**src/design/rmc_pkg.sv**
```systemverilog
package rmc_pkg;
  // frame and port geometry
  localparam int unsigned RMC_DATA_BITS = 8;
  localparam int unsigned RMC_NUM_PORTS = 8;
  // opcodes, MSB left
  localparam logic [7:0] RMC_OP_OPTIONS_MASK = 8'hfc;
  localparam logic [7:0] RMC_OP_OPTIONS = 8'h08;
  localparam logic [7:0] RMC_OP_ALT_AUI_PART = 8'h1f;
  localparam logic [7:0] RMC_OP_ALT_TP_PART = 8'h10;
  localparam logic [7:0] RMC_OP_AUI_DISABLE = 8'h2f;
  localparam logic [7:0] RMC_OP_AUI_ENABLE = 8'h3f;
  localparam logic [7:0] RMC_OP_PORT_MASK = 8'hf8;
  localparam logic [7:0] RMC_OP_TP_DISABLE = 8'h20;
  localparam logic [7:0] RMC_OP_TP_ENABLE = 8'h30;
  localparam logic [7:0] RMC_OP_LT_DISABLE = 8'h40;
  localparam logic [7:0] RMC_OP_LT_ENABLE = 8'h50;
  localparam logic [7:0] RMC_OP_POL_DISABLE = 8'h60;
  localparam logic [7:0] RMC_OP_POL_ENABLE = 8'h70;
  localparam logic [7:0] RMC_OP_AUI_ST_BSL = 8'h8f;
  localparam logic [7:0] RMC_OP_AUI_ST_SL = 8'h8b;
  localparam logic [7:0] RMC_OP_AUI_ST_B = 8'h8d;
  localparam logic [7:0] RMC_OP_AUI_ST_NONE = 8'h89;
  localparam logic [7:0] RMC_OP_PART_ST = 8'h80;
  localparam logic [7:0] RMC_OP_RATE_ST = 8'ha0;
  localparam logic [7:0] RMC_OP_LINK_ST = 8'hd0;
  localparam logic [7:0] RMC_OP_POL_ST = 8'he0;
  // option bit positions
  localparam int unsigned RMC_OPT_SQE_BIT = 1;
  localparam int unsigned RMC_OPT_CAM_BIT = 0;
  // aui flag positions within aui_status_flags (P,B,S,L)
  localparam int unsigned RMC_FLAG_B = 2;
  localparam int unsigned RMC_FLAG_S = 1;
  localparam int unsigned RMC_FLAG_L = 0;
  // reset values
  localparam logic [7:0] RMC_RST_PORT_EN = 8'hff;
  localparam logic [7:0] RMC_RST_LT_EN = 8'hff;
  localparam logic [7:0] RMC_RST_POL_EN = 8'h00;
  localparam logic RMC_RST_SO = 1'b1;
  // last bit index of a received byte and of a sent frame
  localparam logic [3:0] RMC_LAST_RX_BIT = 4'h7;
  localparam logic [3:0] RMC_LAST_TX_BIT = 4'h8;

  typedef enum logic [1:0] {
    RMC_IDLE = 2'b00,
    RMC_RECV = 2'b01,
    RMC_SEND = 2'b10
  } rmc_state_e;
endpackage : rmc_pkg

```
**src/design/rmc_mgmt_port.sv**
```systemverilog
// Summary of operation
// - commands accepted only while the test-select strap is low
// - commands arrive serially on the input; responses leave on the output
// - both directions sampled and advanced on shift clock rising edge
// - every byte framed as one start bit then eight data bits
// - data shifted least significant bit first
// - options command latches sqe-test mask and unmasked activity monitor
// - alternate aui partition command holds until reset
// - alternate tp partition command switches all ports until reset
// - per-port link-test disable and enable opcodes
// - per-port polarity-correction disable and enable opcodes
// - full aui status read returns flags, then clears b, s, l
// - three more aui reads clear s and l, b only, or nothing
// - partition status read returns one bit per port
// - bit-rate status read returns one bit per port
// - link status read returns one bit per port
// - polarity status read returns one bit per port
// - aui disable idles aui partition machine and stops aui traffic
// - aui enable re-enables aui; all ports enabled after reset
// - tp disable idles partition machine; tp enable forces link fail on ports that were disabled
// - select codes map directly on eight ports, odd codes on four
module rmc_mgmt_port #(
  parameter bit FOUR_PORT = 1'b0
) (
  // clock and reset
  input wire logic clk,
  input wire logic rst_n,
  // management pins
  input wire logic test_sel,
  input wire logic sclk,
  input wire logic si,
  output logic so,
  // aui status inputs: b, s, l events and partition level
  input wire logic aui_connected,
  input wire logic aui_b_event,
  input wire logic aui_s_event,
  input wire logic aui_l_event,
  // per-port status inputs
  input wire logic [rmc_pkg::RMC_NUM_PORTS-1:0] tp_partitioned,
  input wire logic [rmc_pkg::RMC_NUM_PORTS-1:0] tp_rate_status,
  input wire logic [rmc_pkg::RMC_NUM_PORTS-1:0] tp_link_status,
  input wire logic [rmc_pkg::RMC_NUM_PORTS-1:0] tp_pol_status,
  // configuration outputs
  output logic sqe_test_mask,
  output logic carrier_activity_monitor,
  output logic aui_alt_partition,
  output logic tp_alt_partition,
  output logic aui_enable,
  output logic aui_part_idle,
  output logic [rmc_pkg::RMC_NUM_PORTS-1:0] tp_enable,
  output logic [rmc_pkg::RMC_NUM_PORTS-1:0] tp_part_idle,
  output logic [rmc_pkg::RMC_NUM_PORTS-1:0] tp_force_link_fail,
  output logic [rmc_pkg::RMC_NUM_PORTS-1:0] link_test_enable,
  output logic [rmc_pkg::RMC_NUM_PORTS-1:0] pol_corr_enable
);
  import rmc_pkg::*;

  // port select decode; on four-port parts even codes select nothing
  function automatic logic [RMC_NUM_PORTS-1:0] port_sel(input logic [2:0] code);
    logic [RMC_NUM_PORTS-1:0] sel;
    sel = '0;
    if (!FOUR_PORT) begin
      sel[code] = 1'b1;
    end else if (code[0]) begin
      sel[{1'b0, code[2:1]}] = 1'b1;
    end
    return sel;
  endfunction : port_sel

  // mask of ports present on this version
  function automatic logic [7:0] port_mask(input logic [7:0] v);
    return FOUR_PORT ? {4'h0, v[3:0]} : v;
  endfunction : port_mask

  // pin synchronisers
  logic [2:0] sclk_sync;
  logic [1:0] si_sync;
  logic [1:0] test_sync;
  always_ff @(posedge clk or negedge rst_n) begin
    if (!rst_n) begin
      sclk_sync <= 3'h0;
      si_sync <= 2'h3;
      test_sync <= 2'h3;
    end else begin
      sclk_sync <= {sclk_sync[1:0], sclk};
      si_sync <= {si_sync[0], si};
      test_sync <= {test_sync[0], test_sel};
    end
  end

  // rise judged on the two settled stages only
  // third sclk stage feeds only the edge detector
  logic sclk_rise;
  logic port_active;
  assign sclk_rise = sclk_sync[1] & ~sclk_sync[2];
  assign port_active = ~test_sync[1];

  rmc_state_e state;
  logic [3:0] bit_cnt;
  logic [7:0] rx_shift;
  logic [8:0] tx_shift;
  logic cmd_done;
  logic [7:0] cmd;
  logic [7:0] next_cmd;

  // lsb arrives first, so each new bit enters at the top
  assign next_cmd = {si_sync[1], rx_shift[7:1]};
  assign cmd_done = (state == RMC_RECV) && sclk_rise && (bit_cnt == RMC_LAST_RX_BIT);

  // aui flags: p is a live level, b/s/l sticky
  logic flag_b;
  logic flag_s;
  logic flag_l;

  // response byte for a read opcode; valid flag marks assigned reads
  logic resp_valid;
  logic [7:0] resp;
  always_comb begin
    resp_valid = 1'b1;
    resp = 8'h00;
    unique case (next_cmd)
      RMC_OP_AUI_ST_BSL, RMC_OP_AUI_ST_SL, RMC_OP_AUI_ST_B, RMC_OP_AUI_ST_NONE: begin
        resp = {aui_connected, flag_b, flag_s, flag_l, 4'h0};
      end
      RMC_OP_PART_ST: resp = port_mask(tp_partitioned);
      RMC_OP_RATE_ST: resp = port_mask(tp_rate_status);
      RMC_OP_LINK_ST: resp = port_mask(tp_link_status);
      RMC_OP_POL_ST: resp = port_mask(tp_pol_status);
      default: resp_valid = 1'b0;
    endcase
  end

  // serial framing state machine
  always_ff @(posedge clk or negedge rst_n) begin
    if (!rst_n) begin
      state <= RMC_IDLE;
      bit_cnt <= 4'h0;
      rx_shift <= 8'h00;
      tx_shift <= 9'h1ff;
      so <= RMC_RST_SO;
    end else if (!port_active) begin
      // strap raised mid-frame drops the partial byte
      state <= RMC_IDLE;
      bit_cnt <= 4'h0;
      so <= RMC_RST_SO;
    end else if (sclk_rise) begin
      unique case (state)
        RMC_IDLE: begin
          if (!si_sync[1]) begin
            state <= RMC_RECV;
            bit_cnt <= 4'h0;
          end
          so <= RMC_RST_SO;
        end
        RMC_RECV: begin
          rx_shift <= next_cmd;
          bit_cnt <= bit_cnt + 4'h1;
          if (bit_cnt == RMC_LAST_RX_BIT) begin
            // flags captured here, on the same clock edge that applies their clear
            if (resp_valid) begin
              state <= RMC_SEND;
              so <= 1'b0;
              tx_shift <= {1'b1, resp};
              bit_cnt <= 4'h0;
            end else begin
              state <= RMC_IDLE;
            end
          end
        end
        RMC_SEND: begin
          so <= tx_shift[0];
          tx_shift <= {1'b1, tx_shift[8:1]};
          bit_cnt <= bit_cnt + 4'h1;
          if (bit_cnt == RMC_LAST_TX_BIT) begin
            state <= RMC_IDLE; // line returns high after the last bit
          end
        end
        default: state <= RMC_IDLE;
      endcase
    end
  end

  always_ff @(posedge clk or negedge rst_n) begin
    if (!rst_n) begin
      cmd <= 8'h00;
    end else if (cmd_done) begin
      cmd <= next_cmd;
    end
  end

  // one-cycle strobe for write opcodes decoded from the completed byte
  // exec trails cmd_done by one clock, so cmd already holds the byte
  logic exec;
  always_ff @(posedge clk or negedge rst_n) begin
    if (!rst_n) begin
      exec <= 1'b0;
    end else begin
      exec <= cmd_done && port_active;
    end
  end

  // decoded from the held byte, so it stays steady while exec is high
  logic [RMC_NUM_PORTS-1:0] sel;
  assign sel = port_sel(cmd[2:0]);

  // option and partition algorithm settings
  always_ff @(posedge clk or negedge rst_n) begin
    if (!rst_n) begin
      sqe_test_mask <= 1'b0;
      carrier_activity_monitor <= 1'b0;
      aui_alt_partition <= 1'b0;
      tp_alt_partition <= 1'b0;
    end else if (exec) begin
      if ((cmd & RMC_OP_OPTIONS_MASK) == RMC_OP_OPTIONS) begin
        sqe_test_mask <= cmd[RMC_OPT_SQE_BIT];
        carrier_activity_monitor <= cmd[RMC_OPT_CAM_BIT];
      end
      if (cmd == RMC_OP_ALT_AUI_PART) begin
        aui_alt_partition <= 1'b1;
      end
      if (cmd == RMC_OP_ALT_TP_PART) begin
        tp_alt_partition <= 1'b1;
      end
    end
  end

  // aui enable and partition idle pulse
  always_ff @(posedge clk or negedge rst_n) begin
    if (!rst_n) begin
      aui_enable <= 1'b1;
      aui_part_idle <= 1'b0;
    end else begin
      aui_part_idle <= 1'b0;
      if (exec && cmd == RMC_OP_AUI_DISABLE) begin
        aui_enable <= 1'b0;
        aui_part_idle <= 1'b1;
      end
      if (exec && cmd == RMC_OP_AUI_ENABLE) begin
        aui_enable <= 1'b1;
      end
    end
  end

  // per-port enables; pulses last one clock
  always_ff @(posedge clk or negedge rst_n) begin
    if (!rst_n) begin
      tp_enable <= RMC_RST_PORT_EN;
      tp_part_idle <= '0;
      tp_force_link_fail <= '0;
    end else begin
      tp_part_idle <= '0;
      tp_force_link_fail <= '0;
      if (exec && (cmd & RMC_OP_PORT_MASK) == RMC_OP_TP_DISABLE) begin
        tp_enable <= tp_enable & ~sel;
        tp_part_idle <= sel;
      end
      if (exec && (cmd & RMC_OP_PORT_MASK) == RMC_OP_TP_ENABLE) begin
        tp_enable <= tp_enable | sel;
        // link fail only for ports that really were disabled
        tp_force_link_fail <= sel & ~tp_enable;
      end
    end
  end

  // link-test and polarity-correction enables
  always_ff @(posedge clk or negedge rst_n) begin
    if (!rst_n) begin
      link_test_enable <= RMC_RST_LT_EN;
      pol_corr_enable <= RMC_RST_POL_EN;
    end else if (exec) begin
      unique case (cmd & RMC_OP_PORT_MASK)
        RMC_OP_LT_DISABLE: link_test_enable <= link_test_enable & ~sel;
        RMC_OP_LT_ENABLE: link_test_enable <= link_test_enable | sel;
        RMC_OP_POL_DISABLE: pol_corr_enable <= pol_corr_enable & ~sel;
        RMC_OP_POL_ENABLE: pol_corr_enable <= pol_corr_enable | sel;
        default: ;
      endcase
    end
  end

  // sticky aui flags; a new event wins over a clear in the same cycle
  logic clr_b;
  logic clr_sl;
  assign clr_b = cmd_done && port_active
    && (next_cmd == RMC_OP_AUI_ST_BSL || next_cmd == RMC_OP_AUI_ST_B);
  assign clr_sl = cmd_done && port_active
    && (next_cmd == RMC_OP_AUI_ST_BSL || next_cmd == RMC_OP_AUI_ST_SL);
  always_ff @(posedge clk or negedge rst_n) begin
    if (!rst_n) begin
      flag_b <= 1'b0;
      flag_s <= 1'b0;
      flag_l <= 1'b0;
    end else begin
      flag_b <= aui_b_event | (flag_b & ~clr_b);
      flag_s <= aui_s_event | (flag_s & ~clr_sl);
      flag_l <= aui_l_event | (flag_l & ~clr_sl);
    end
  end
endmodule : rmc_mgmt_port

```
**config.mk**
```make
export PLATFORM = sky130hd
export DESIGN_NAME = rmc_mgmt_port
export DESIGN_NICKNAME = d
export VERILOG_FILES = /design/src/design/rmc_pkg.sv /design/src/design/rmc_mgmt_port.sv
export SDC_FILE = /design/constraint.sdc
export NUM_CORES = 1
export LEC_CHECK = 0
export CORE_ASPECT_RATIO = 0.5
export CORE_MARGIN = 2
export CORE_UTILIZATION = 50
export CTS_BUF_LIST = sky130_fd_sc_hd__clkbuf_4
export DETAILED_ROUTE_END_ITERATION = 7
export DONT_BUFFER_PORTS = 1
export PLACE_DENSITY = 0.76
export SETUP_SLACK_MARGIN = 0.5
export SYNTH_ARGS = -nofsm -noshare
export SYNTH_HDL_FRONTEND = slang
export SYNTH_SLANG_ARGS = --single-unit
```
**constraint.sdc**
```tcl
create_clock -name clk -period 6.8 [get_ports clk]
set_clock_uncertainty 0.1 [all_clocks]
set_input_delay 0.34 -clock clk [delete_from_list [all_inputs] [get_ports clk]]
set_output_delay 0.34 -clock clk [all_outputs]
set_load 0.01 [all_outputs]
```
# --- Word level (Yosys, flattened, before mapping) ---
# Index checks and enable logic that the tools add are counted.
word_totals:
  regBits: 89
  latchBits: 0
  ram_bits: 0
  rom_bits: 0
  input_bits: 41
  output_inout_bits: 47
  wordCells: 142
  mem_count: 0
op_classes:
  n_addsub: 1
  n_mul: 0
  n_div: 0
  magnitude_cmp: 2
  eq_ne: 29
  shifts: 0
  muxes: 34
  n_bitwise: 20
  reduce_logical: 32
op_table:
  columns: ["cell", "count"]
  rows:
  - ["$eq 8x8->1 const B", 8]
  - ["$pmux 8 s5", 1]
  - ["$and 8x8->8", 4]
  - ["$mux 8", 4]
  - ["$pmux 8 s2", 2]
  - ["$or 8x8->8", 3]
  - ["$eq 5x4->1 const B", 4]
  - ["$mux 4", 5]
  - ["$mux 9", 2]
  - ["$pmux 9 s2", 1]
  - ["$eq 8x5->1 const B", 2]
  - ["$eq 8x6->1 const B", 2]
  - ["$not 8->8", 2]
  - ["$mux 2", 6]
  - ["$pmux 4 s3", 1]
  - ["$reduce_bool 2->1", 6]
  - ["$eq 5x3->1 const B", 2]
  - ["$logic_and 1x1->1", 10]
  - ["$reduce_and 2->1", 5]
  - ["$mux 1", 9]
  - ["$ne 3x3->1 const B", 3]
  - ["$reduce_and 4->1", 2]
  - ["$reduce_or 8->1", 1]
  - ["$eq 6x2->1 const B", 1]
  - ["22 further kinds", 32]

# --- Logic depth before layout (Yosys ltp) ---
# Gate-level depths: netlist of the first run.
logic_depth:
  word_depth: 9
  ltp_mapped: 8
  depth_no_buf: 7

# --- Least setup slack after synthesis of the first run ---
# No wires, ideal clock.
synth_path:
  path_type: "register -> register"
  startpoint: "register si_sync[1]"
  endpoint: "register tx_shift[0]"
  setup_time_ns: 0.082
  arrival_ns: 2.008
  required_ns: 6.618
  path_slack_ns: 4.609
  path_stages_with_launch: 7
  n_path_buf: 1
  synth_period_minus_slack_ns: 2.191
  path_cell_list: "dfstp_2 -> or3b_4 -> or3_4 -> o21ai_2 -> a22o_2 -> buf_6 -> mux2_2"
synth_via:
  elab_chain_len: 6
  word_cells_on_any_way: 17
  cone_classes: "9 x eq/ne; 5 x mux; 3 x reduce/logical"
synth_lines:
  columns: ["item", "line_no", "source"]
  rows:
  - ["start, declared", "rmc_mgmt_port.sv:77", "logic [1:0] si_sync;"]
  - ["start signal, assigned", "rmc_mgmt_port.sv:86", "si_sync <= {si_sync[0], si};"]
  - ["$eq 8x8->1", "rmc_mgmt_port.sv:121", "unique case (next_cmd)"]
  - ["$reduce_or 4->1", "rmc_mgmt_port.sv:121", null]
  - ["$pmux 8 s5", "rmc_mgmt_port.sv:121", null]
  - ["$mux 9", "rmc_mgmt_port.sv:160", "if (resp_valid) begin"]
  - ["$mux 9", "rmc_mgmt_port.sv:158", "if (bit_cnt == RMC_LAST_RX_BIT) begin"]
  - ["$pmux 9 s2", "rmc_mgmt_port.sv:147", "unique case (state)"]
  - ["end signal, assigned", "rmc_mgmt_port.sv:163", "tx_shift <= {1'b1, resp};"]
  - ["end signal, assigned", "rmc_mgmt_port.sv:172", "tx_shift <= {1'b1, tx_shift[8:1]};"]
  - ["end, declared", "rmc_mgmt_port.sv:101", "logic [8:0] tx_shift;"]
# Parallel ways exist; a longest one is shown, timed or not. The select of a mux whose other input is x is not followed.
# A chain may end at the register's enable or synchronous reset.

# --- Worst setup path in the final report of the first run ---
layout_path:
  startpoint: "register state[0]"
  endpoint: "register bit_cnt[3]"
layout_via:
  elab_chain_len: 4
  word_cells_on_any_way: 9
  cone_classes: "3 x eq/ne; 3 x mux; 3 x reduce/logical"
layout_lines:
  columns: ["item", "line_no", "source"]
  rows:
  - ["start, declared", "rmc_mgmt_port.sv:98", "rmc_state_e state;"]
  - ["start signal, assigned", "rmc_mgmt_port.sv:136", "state <= RMC_IDLE;"]
  - ["start signal, assigned", "rmc_mgmt_port.sv:143", "state <= RMC_IDLE;"]
  - ["start signal, assigned", "rmc_mgmt_port.sv:150", "state <= RMC_RECV;"]
  - ["$eq 2x2->1, or another cell as far along", "rmc_mgmt_port.sv:147", null]
  - ["$pmux 4 s3", "rmc_mgmt_port.sv:147", null]
  - ["$mux 4", "rmc_mgmt_port.sv:146", "end else if (sclk_rise) begin"]
  - ["$mux 4", "rmc_mgmt_port.sv:141", "end else if (!port_active) begin"]
  - ["end signal, assigned", "rmc_mgmt_port.sv:157", "bit_cnt <= bit_cnt + 4'h1;"]
  - ["end signal, assigned", "rmc_mgmt_port.sv:173", "bit_cnt <= bit_cnt + 4'h1;"]
  - ["end, declared", "rmc_mgmt_port.sv:99", "logic [3:0] bit_cnt;"]
# Parallel ways exist; a longest one is shown, timed or not. The select of a mux whose other input is x is not followed.

==> results of run 1 <==
placed cells by master, fill, tap and decap left out, types with 2 or more instances in the layout:
cell           count
a31oi_1            4
nand2b_1           4
a221oi_1           3
nand3b_1           9
nand3_1            5
inv_6              3
a21oi_1            6
nor2_1            22
nor3_1            12
dfstp_2           30
or2_2              2
inv_8              2
or3_1              3
dfrtp_1           57
o21a_1             2
a21o_1             5
clkbuf_4           9
a32oi_1            2
mux2i_1            7
o31ai_1            4
inv_1             10
or3b_2             2
nor3b_1            2
o41ai_1           15
dlygate4sd3_1      7
nand4_1            3
a2111oi_0          2
mux2_2            27
ha_1               6
nand2_1           22
o21ai_0           43
nor2b_1            3
kinds of logic after synthesis:
family,count (synthesis),synth area share (%)
simple gates,99,13.4
compound gates,97,16.3
mux,34,9.39
xor+xnor,1,0.220
fa+ha+maj,6,1.88
flops,87,55.6
buf+inv,32,3.23
path summary, 6_finish.rpt:
check / start / end / depth (start not counted)
max: state[0] / bit_cnt[3] / 6
max in group asynchronous: rst_n / tx_shift[5] / 2
min: aui_connected / tx_shift[7] / 3
min reg2reg: test_sync[0] / test_sync[1] / 0
max reg2reg: state[0] / bit_cnt[3] / 6
min in group asynchronous: rst_n / tp_force_link_fail[3] / 2
repair_timing:
action	in CTS	in global routing
endpoints found under the setup margin	0	0
endpoints found under the hold margin	93	0
hold buffers	8	0
final cells by class:
cell class	instances	area, µm²
fillers	638	3240
flip-flops and latches	87	2210
multi-input cells	237	1640
well taps	108	135
repair buffers	8	97.6
clock inverters	7	86.3
clock buffers	9	67.6
inverters	10	37.5
metal layers:
| metal | up-vias | track usage [%] | share of wire, % |
|---|---|---|---|
| met5 | - | 0 | 0 |
| met4 | 0 | 6.18 | 1.3 |
| met3 | 12 | 7.23 | 7.3 |
| met2 | 97 | 33.2 | 46 |
| met1 | 1370 | 26.9 | 45 |
| li1 | 1307 | - | - |
tightest hold or removal path: stages:
cell and delay (ns):
a21oi_1 0.04, o21ai_0 0.08, mux2_2 0.15
metrics by stage:
step	power (µW)	utilization, %	area (µm²)
2_1_floorplan	592	-	3980
3_3_place_gp	601	53.6	4030
3_5_place_dp	603	53.6	4030
4_1_cts	932	56.9	4280
5_1_grt	965	56.9	4280
6_report	922	56.9	4280
power by group:
part	internal (µW)	switching [µW]
clock	121	191
combinational	33.0	37.6
sequential	525	14.1
total	679	243
==> results.tsv, run 1 <==
stage	metric	value	unit
global_routing	grt_max_degree	88	
drt	vias_per_cell	5.98	
global_routing	grt-ovfl-total	0	
timing	min_period_over_period	36.7	%
worst_setup_path	cp.required	7.04	ns
clock_network	clkLatencyLatePin	0.44	ns
worst_setup_path	rrSetupSlack	4.31	ns
floorplanning	start_util	53.0	%
floorplanning	die-area	0.00874	mm²
yosys	synthDistinctLibCells	54	
finish	drive_gt1_share	23.5	%
worst_setup_path	critical_path.top_delay_family	compound AO/OA/AOI/OAI gates	
global_routing	antenna_found_initial	0	
yosys	yosys_warnings	0	
worst_setup_path	worstPathCellList	inv_1, ha_1, or3_1, a21oi_1, a2111oi_0, a221o_1	
clock_network	path_clk_slew	0.14	ns
yosys	ys_async_sr_fraction	100	%
drt	drt_iter0_drc	262	
placed_design	portBuffers	0	
worst_setup_path	crit_fanout	21	
placed_design	gp_congestion	0.955	
timing	hold_viol	0	
yosys	synth_top_cell_by_area	dfrtp_1	
worst_setup_path	worst_ep_arrival_time	2.73	ns
power_and_ir_drop	leakage	0.00172	µW
clock_network	clkSinkCount	87	
yosys	synth_nets	403	
global_routing	grt_pass1_vias	2711	
yosys	synth_edf_count	0	
finish	final_nets	400	
yosys	synth_cells	356	
yosys	yosysMostFrequentCell	dfrtp_1	
clock_network	cts_resized	0	
worst_setup_path	slowest_stage	or3_1	
clock_network	cts.htree.levels	3	
timing	setup_tns	0	ns
timing	rsz0062_at_grt	false	
yosys	yosys-top-cells-area	dfrtp_1 36%, dfstp_2 20%, mux2_2 7.6%	
yosys	synth_common_cells	57 x dfrtp_1, 43 x o21ai_0, 30 x dfstp_2	
worst_setup_path	critPathLaunchType	register	
timing	worst_slack	4.31	ns
floorplanning	num_rows	22	
timing	max_slew.worst_pin.slew	0.687	ns
drt	routedWlPerCell	18.0	µm
clock_network	clockBufferDepth	2	
drt	routed_wirelength	8.40	mm
power_and_ir_drop	powerDensity	215	mW/mm²
yosys	syn_area_per_cell	11.2	µm²
global_routing	grt_first_pass_wirelength	13.8	mm
placed_design	dp_hpwl	5.77	mm
floorplanning	die_y	67.1	µm
yosys	synth_flop_cell	dfrtp_1	
yosys	yosysSeqAreaShare	55.6	%
drt	drc	0	
timing	hold_ws	0.0940	ns
power_and_ir_drop	peakVddDrop	0.0000830	V
timing	period_needed	2.49	ns
drt	dr_total_vias	2786	
clock_network	cts_buffers	9	
yosys	netlist.area_leader.share	35.8	%
worst_setup_path	crit_buf_inv	1	
clock_network	cts-root-buf	clkbuf_4	
run	cap_violations	0	
drt	ant_nets	0	
clock_network	cts_tree	done	
yosys	synth_area	0.00398	mm²
placed_design	place_ws	4.38	ns
timing	clock.fmax	401	MHz
finish	area_growth_syn_to_layout	7.41	%
finish	fin_cells	466	
floorplanning	fp.dieW	130	µm
global_routing	gr-usage-all-layers	20.7	%
worst_setup_path	endpoint_kind	register	
worst_setup_path	criticalPathCategory	register to register	
floorplanning	num_io_pins	88	
timing	slew_viol_final	0	
timing	setup_viol	0	
drt	firstDrtPassIters	4	
placed_design	place_inst	442	
yosys	yosys_register_bits	87	
status	status	finished, final reports clean	
clock_network	post_cts_buffers	0	
timing	max_slew_margin	54.0	%
hold_path	min_path_type	input pin to register	
finish	n_antenna_cell	0	
worst_setup_path	crit_path_max_incr_delay	0.50	ns
floorplanning	core-area	0.00751	mm²
Note: power is estimated with default switching activity, not from simulation.
==> run 2: changes to the inputs <==
clock period = 2.4 ns   (was 6.8 ns; I/O delays follow)
==> results.tsv, run 2 (same netlist as run 1, synthesis figures left out) <==
stage	metric	value	unit	change
worst_setup_path	endpoint_kind	register		unchanged
drt	drt_iter0_drc	242		was 262
floorplanning	fp.dieW	130	µm	unchanged
floorplanning	num_io_pins	88		unchanged
drt	wl_met3	738	µm	was 613 µm
clock_network	ctsHoldBuffers	9		was 8
global_routing	grt_first_pass_wirelength	14.5	mm	was 13.8 mm
power_and_ir_drop	clockPowerShare	34.7	%	was 33.9%
finish	fin_cells	496		was 466
clock_network	cts-root-buf	clkbuf_4		unchanged
drt	drc	0		unchanged
worst_setup_path	reg2regPathDepth	5		was 6
clock_network	cts.htree.levels	3		unchanged
global_routing	grt-ovfl-total	0		unchanged
global_routing	grt_pass1_vias	2847		was 2,711
power_and_ir_drop	p_sw	659	µW	was 243 µW
worst_setup_path	slowest_stage	dfstp_2		was or3_1
floorplanning	start_util	53.0	%	unchanged
finish	finalCoreUtilization	62.2	%	was 56.9%
timing	max_slew_margin	66.2	%	was 54.0%
worst_setup_path	criticalPathCategory	register to register		unchanged
clock_network	clkSinkCount	87		unchanged
clock_network	clockBufferDepth	2		unchanged
timing	min_period_over_period	88.6	%	was 36.7%
floorplanning	die-area	0.00874	mm²	unchanged
clock_network	path_clk_slew	0.13	ns	was 0.14 ns
power_and_ir_drop	power	2730	µW	was 922 µW
worst_setup_path	crit_fanout	8		was 21
power_and_ir_drop	pwr-share-comb	10.0	%	was 7.7%
global_routing	antenna_found_initial	0		unchanged
placed_design	gp_congestion	0.819		was 0.955
finish	drive_gt1_share	34.5	%	was 23.5%
finish	area_growth_syn_to_layout	17.4	%	was 7.41%
timing	setup_viol	0		unchanged
timing	max_slew.worst_pin.slew	0.506	ns	was 0.687 ns
finish	final_nets	430		was 400
clock_network	cts_tree	done		unchanged
timing	period_needed	2.13	ns	was 2.49 ns
global_routing	gr-usage-all-layers	21.6	%	was 20.7%
finish	n_antenna_cell	0		unchanged
power_and_ir_drop	switching_share	24.2	%	was 26.3%
finish	layout_common_cells	56 x dfrtp_1, 43 x o21ai_0, 30 x dfstp_2, 28 x buf_4		was 57 x dfrtp_1, 43 x o21ai_0, 30 x dfstp_2, 27 x mux2_2
drt	route.met2.wl	4.40	mm	was 3.89 mm
worst_setup_path	cp.required	2.68	ns	was 7.04 ns
status	status	finished, violations left		was finished, final reports clean
timing	clock.fmax	471	MHz	was 401 MHz
run	cap_violations	0		unchanged
finish	final_common_cell	dfrtp_1		unchanged
placed_design	portBuffers	0		unchanged
floorplanning	core-area	0.00751	mm²	unchanged
power_and_ir_drop	leakage	0.00190	µW	was 0.00172 µW
placed_design	place_inst	450		was 442
timing	hold_viol	87		was 0
drt	highest_layer	met4		unchanged
clock_network	clkLatencyLatePin	0.44	ns	about the same
timing	hold_ws	-0.746	ns	was 0.0940 ns
worst_setup_path	worstPathCellList	or3b_4, or3_4, o21ai_4, a22o_4, mux2_4		was inv_1, ha_1, or3_1, a21oi_1, a2111oi_0, a221o_1
power_and_ir_drop	peakVddDrop	0.000257	V	was 0.0000830 V
drt	firstDrtPassIters	6		was 4
timing	setup_tns	0	ns	unchanged
power_and_ir_drop	powerDensity	583	mW/mm²	was 215 mW/mm²
worst_setup_path	crit_path_max_incr_delay	0.55	ns	was 0.50 ns
worst_setup_path	critPathLaunchType	register		unchanged
drt	dr_total_vias	3037		was 2,786
status	violations	hold timing		
power_and_ir_drop	p_int	2070	µW	was 679 µW
floorplanning	num_rows	22		unchanged
drt	vias_per_cell	6.12		was 5.98
clock_network	cts_buffers	9		unchanged
drt	routed_wirelength	9.21	mm	was 8.40 mm
power_and_ir_drop	seq_power_share	55.3	%	was 58.5%
placed_design	dp_hpwl	6.09	mm	was 5.77 mm
timing	rsz0062_at_grt	true		was false
drt	routedWlPerCell	18.6	µm	was 18.0 µm
drt	wl_met1	3.89	mm	was 3.79 mm
global_routing	grt_max_degree	88		unchanged
drt	ant_nets	0		unchanged
hold_path	min_path_type	input pin to async pin		was input pin to register
floorplanning	die_y	67.1	µm	unchanged
worst_setup_path	worst_ep_arrival_time	2.41	ns	was 2.73 ns
timing	slew_viol_final	0		unchanged
## run 2: cell count changes in the layout (fill, tap and decap cells not counted), moves of 3 or more
cell | before | now
mux2_2 | 27 | 19
mux2_4 | 0 | 8
a21oi_1 | 6 | 3
ha_1 | 6 | 2
buf_4 | 0 | 28
## run 2: per-layer routing
metal	up-vias	track usage [%]
met3	21	6.59
met4	0	7.26
met2	143	34.7
met1	1505	28.2
li1	1368	-
met5	-	0
## run 2: power by group through the flow
stage	clock network (µW)	logic [µW]	registers [µW]
after floorplan	0	162	1520
after global placement	0	186	1530
after detailed placement	0	193	1540
after CTS	967	244	1510
after global routing	1030	290	1510
final	947	274	1510
## run 2: path summary, 6_finish.rpt
kind                                   start           end  slack [ns]
min in group clk           tp_link_status[2]   tx_shift[2]        0.08
max                               si_sync[1]   tx_shift[3]        0.27
max in group asynchronous              rst_n     async pin        2.72
min                                    rst_n  sclk_sync[2]       -0.75
max reg2reg                       si_sync[1]   tx_shift[3]        0.27
min reg2reg                     sclk_sync[0]  sclk_sync[1]        0.26
## run 2: area by class of cell
cell class	count	area, µm²
Fill cell	586	2840
Timing Repair Buffer	38	312
Inverter	10	37.5
Tap cell	108	135
Clock inverter	6	93.8
Clock buffer	10	75.1
Sequential cell	87	2220
Multi-Input combinational cell	237	1810
## run 2: stage by stage
| stage | instance area [µm²] | hold slack (ns) | setup slack (ns) |
|---|---|---|---|
| 6_report | 4680 | -0.746 | 0.275 |
| 2_1_floorplan | 4040 | -0.276 | 0.255 |
| 3_5_place_dp | 4130 | -0.273 | 0.110 |
| 3_3_place_gp | 4130 | -0.274 | 0.164 |
| 4_1_cts | 4600 | -0.775 | 0.306 |
| 5_1_grt | 4680 | -0.783 | 0.246 |
## run 2: repair_timing
item,in CTS,in global routing
endpoints found under the hold margin,94,87
endpoints found under the setup margin,31,31
pin swaps,7,8
buffers inserted,14,7
gates resized for setup,21,4
## run 2: worst max-delay path: cells and delay by family, from the launching register on
family           cells  cell delay [ns]
AND/OR/NAND/NOR      2             0.76
flip-flops           1             0.55
multiplexers         1             0.32
AO/OA/AOI/OAI        2             0.34
==> run 3: changes to the inputs <==
CORE_UTILIZATION = 42   (was 50)
PLACE_DENSITY = 0.67   (was 0.76)
==> results.tsv, run 3 (same netlist as run 1, synthesis figures left out) <==
stage	metric	value	unit	change
timing	clock.fmax	475	MHz	was 471 MHz
clock_network	cts_buffers	9		unchanged
timing	period_needed	2.10	ns	was 2.13 ns
placed_design	dp_hpwl	5.94	mm	was 6.09 mm
floorplanning	fp.dieW	142	µm	was 130 µm
power_and_ir_drop	leakage	0.00183	µW	was 0.00190 µW
timing	max_slew_margin	65.3	%	was 66.2%
timing	hold_ws	-0.767	ns	was -0.746 ns
status	status	finished, violations left		unchanged
finish	final_common_cell	dfrtp_1		unchanged
power_and_ir_drop	p_int	1860	µW	was 2070 µW
worst_setup_path	criticalPathCategory	register to register		unchanged
power_and_ir_drop	switching_share	26.8	%	was 24.2%
global_routing	grt_max_degree	88		unchanged
worst_setup_path	reg2regPathDepth	5		unchanged
finish	area_growth_syn_to_layout	14.4	%	was 17.4%
global_routing	grt-ovfl-total	0		unchanged
clock_network	clockBufferDepth	2		unchanged
timing	max_slew.worst_pin.slew	0.513	ns	was 0.506 ns
power_and_ir_drop	pwr-share-comb	10.0	%	about the same
clock_network	clkSinkCount	87		unchanged
timing	setup_viol	0		unchanged
finish	fin_area	0.00456	mm²	was 0.00468 mm²
global_routing	gr-usage-all-layers	17.9	%	was 21.6%
clock_network	clkLatencyLatePin	0.45	ns	was 0.44 ns
worst_setup_path	r2r_end	tx_shift[5]		was tx_shift[3]
timing	worst_slack	0.296	ns	was 0.275 ns
finish	num-fill-cells	820		was 586
worst_setup_path	r2r_start	si_sync[1]		unchanged
clock_network	path_clk_slew	0.15	ns	was 0.13 ns
drt	vias_per_cell	5.79		was 6.12
clock_network	cts-root-buf	clkbuf_4		unchanged
timing	hold_viol	87		unchanged
finish	final_nets	420		was 430
status	violations	hold timing		unchanged
power_and_ir_drop	powerDensity	557	mW/mm²	was 583 mW/mm²
placed_design	place_ws	0.182	ns	was 0.110 ns
worst_setup_path	crit_path_max_incr_delay	0.55	ns	about the same
floorplanning	die-area	0.0103	mm²	was 0.00874 mm²
placed_design	dpl_cell_area	0.00416	mm²	was 0.00413 mm²
timing	slew_viol_final	0		unchanged
floorplanning	start_util	42.7	%	was 53.0%
worst_setup_path	rrSetupSlack	0.30	ns	was 0.27 ns
timing	rsz0062_at_grt	true		unchanged
worst_setup_path	slowest_stage	dfstp_2		unchanged
worst_setup_path	critPathLaunchType	register		unchanged
worst_setup_path	worstPathCellList	or3b_4, or3_4, o21ai_4, a22o_4, mux2_4		unchanged
power_and_ir_drop	clockPowerShare	30.8	%	was 34.7%
drt	drc	0		unchanged
timing	min_period_over_period	87.7	%	was 88.6%
global_routing	grt_pass1_vias	2837		was 2,847
clock_network	ctsHoldBuffers	9		unchanged
global_routing	antenna_found_initial	0		unchanged
placed_design	place_inst	465		was 450
drt	routed_wirelength	9.01	mm	was 9.21 mm
worst_setup_path	endpoint_kind	register		unchanged
run	cap_violations	0		unchanged
global_routing	grt_first_pass_wirelength	14.4	mm	was 14.5 mm
hold_path	min_path_type	input pin to async pin		unchanged
drt	drt_iter0_drc	192		was 242
finish	drive_gt1_share	31.2	%	was 34.5%
finish	layout_common_cells	57 x dfrtp_1, 43 x o21ai_0, 30 x dfstp_2, 22 x nor2_1		was 56 x dfrtp_1, 43 x o21ai_0, 30 x dfstp_2, 28 x buf_4
drt	ant_nets	0		unchanged
finish	fin_cells	500		was 496
worst_setup_path	worst_ep_arrival_time	2.39	ns	was 2.41 ns
drt	dr_total_vias	2897		was 3,037
clock_network	cts.htree.levels	3		unchanged
floorplanning	die_y	72.9	µm	was 67.1 µm
worst_setup_path	crit_fanout	8		unchanged
clock_network	cts_tree	done		unchanged
drt	firstDrtPassIters	4		was 6
floorplanning	num_rows	25		was 22
timing	setup_tns	0	ns	unchanged
power_and_ir_drop	power	2540	µW	was 2730 µW
placed_design	portBuffers	0		unchanged
power_and_ir_drop	seq_power_share	59.2	%	was 55.3%
floorplanning	core-area	0.00932	mm²	was 0.00751 mm²
worst_setup_path	cp.required	2.69	ns	was 2.68 ns
floorplanning	num_io_pins	88		unchanged
placed_design	gp_congestion	0.828		was 0.819
power_and_ir_drop	p_sw	681	µW	was 659 µW
drt	routedWlPerCell	18.0	µm	was 18.6 µm
power_and_ir_drop	peakVddDrop	0.000183	V	was 0.000257 V
## run 3: what timing repair did
| item | 4_1_cts | 5_1_grt |
|---|---|---|
| resized for setup | 11 | 10 |
| endpoints found under the setup margin | 21 | 32 |
| buffers inserted | 6 | 3 |
| pin swaps | 3 | 4 |
| hold endpoints to repair | 94 | 87 |
## run 3: worst max-delay path, delay by kind of cell (launching register included)
family           cells  cell delay (ns)
multiplexers         1             0.32
flip-flops           1             0.55
AND/OR/NAND/NOR      2             0.75
AO/OA/AOI/OAI        2             0.33
## run 3: cell type report
class                           count  area, µm²  area share [%]
Clock inverter                      6       53.8            1.18
Clock buffer                       10       75.1            1.65
Multi-Input combinational cell    237       1790            39.2
Sequential cell                    87       2210            48.6
Tap cell                          121        151            3.32
Antenna cell                        1       2.50          0.0549
Inverter                           10       37.5           0.823
Timing Repair Buffer               28        236            5.19
## run 3: layer usage
| metal | global-route usage (%) | wire (µm) |
|---|---|---|
| met4 | 6.22 | 198 |
| met1 | 23.0 | 4070 |
| met5 | 0 | 0 |
| met3 | 5.91 | 590 |
| met2 | 28.8 | 4150 |
## run 3: power by group through the flow
| stage | Combinational [µW] | Sequential (µW) | Clock [µW] |
|---|---|---|---|
| 2_1_floorplan | 162 | 1520 | 0 |
| 3_3_place_gp | 197 | 1530 | 0 |
| 3_5_place_dp | 199 | 1530 | 0 |
| 4_1_cts | 237 | 1500 | 805 |
| 5_1_grt | 278 | 1510 | 866 |
| 6_report | 254 | 1500 | 782 |
## run 3: worst max path at each step
stage	startpoint	endpoint	slack, ns	depth (start not counted)
4_1_cts	si_sync[1]	tx_shift[2]	0.29	5
5_1_grt	si_sync[1]	tx_shift[2]	0.26	5
2_1_floorplan	si_sync[1]	tx_shift[0]	0.25	6
3_3_place_gp	si_sync[1]	tx_shift[3]	0.22	5
3_5_place_dp	si_sync[1]	tx_shift[5]	0.18	5
6_report	si_sync[1]	tx_shift[5]	0.30	5
## run 3: stage by stage
step | hold slack [ns] | utilization, %
3_3_place_gp | -0.274 | 44.7
6_report | -0.767 | 48.9
4_1_cts | -0.787 | 48.2
2_1_floorplan | -0.276 | -
3_5_place_dp | -0.274 | 44.7
5_1_grt | -0.804 | 48.9
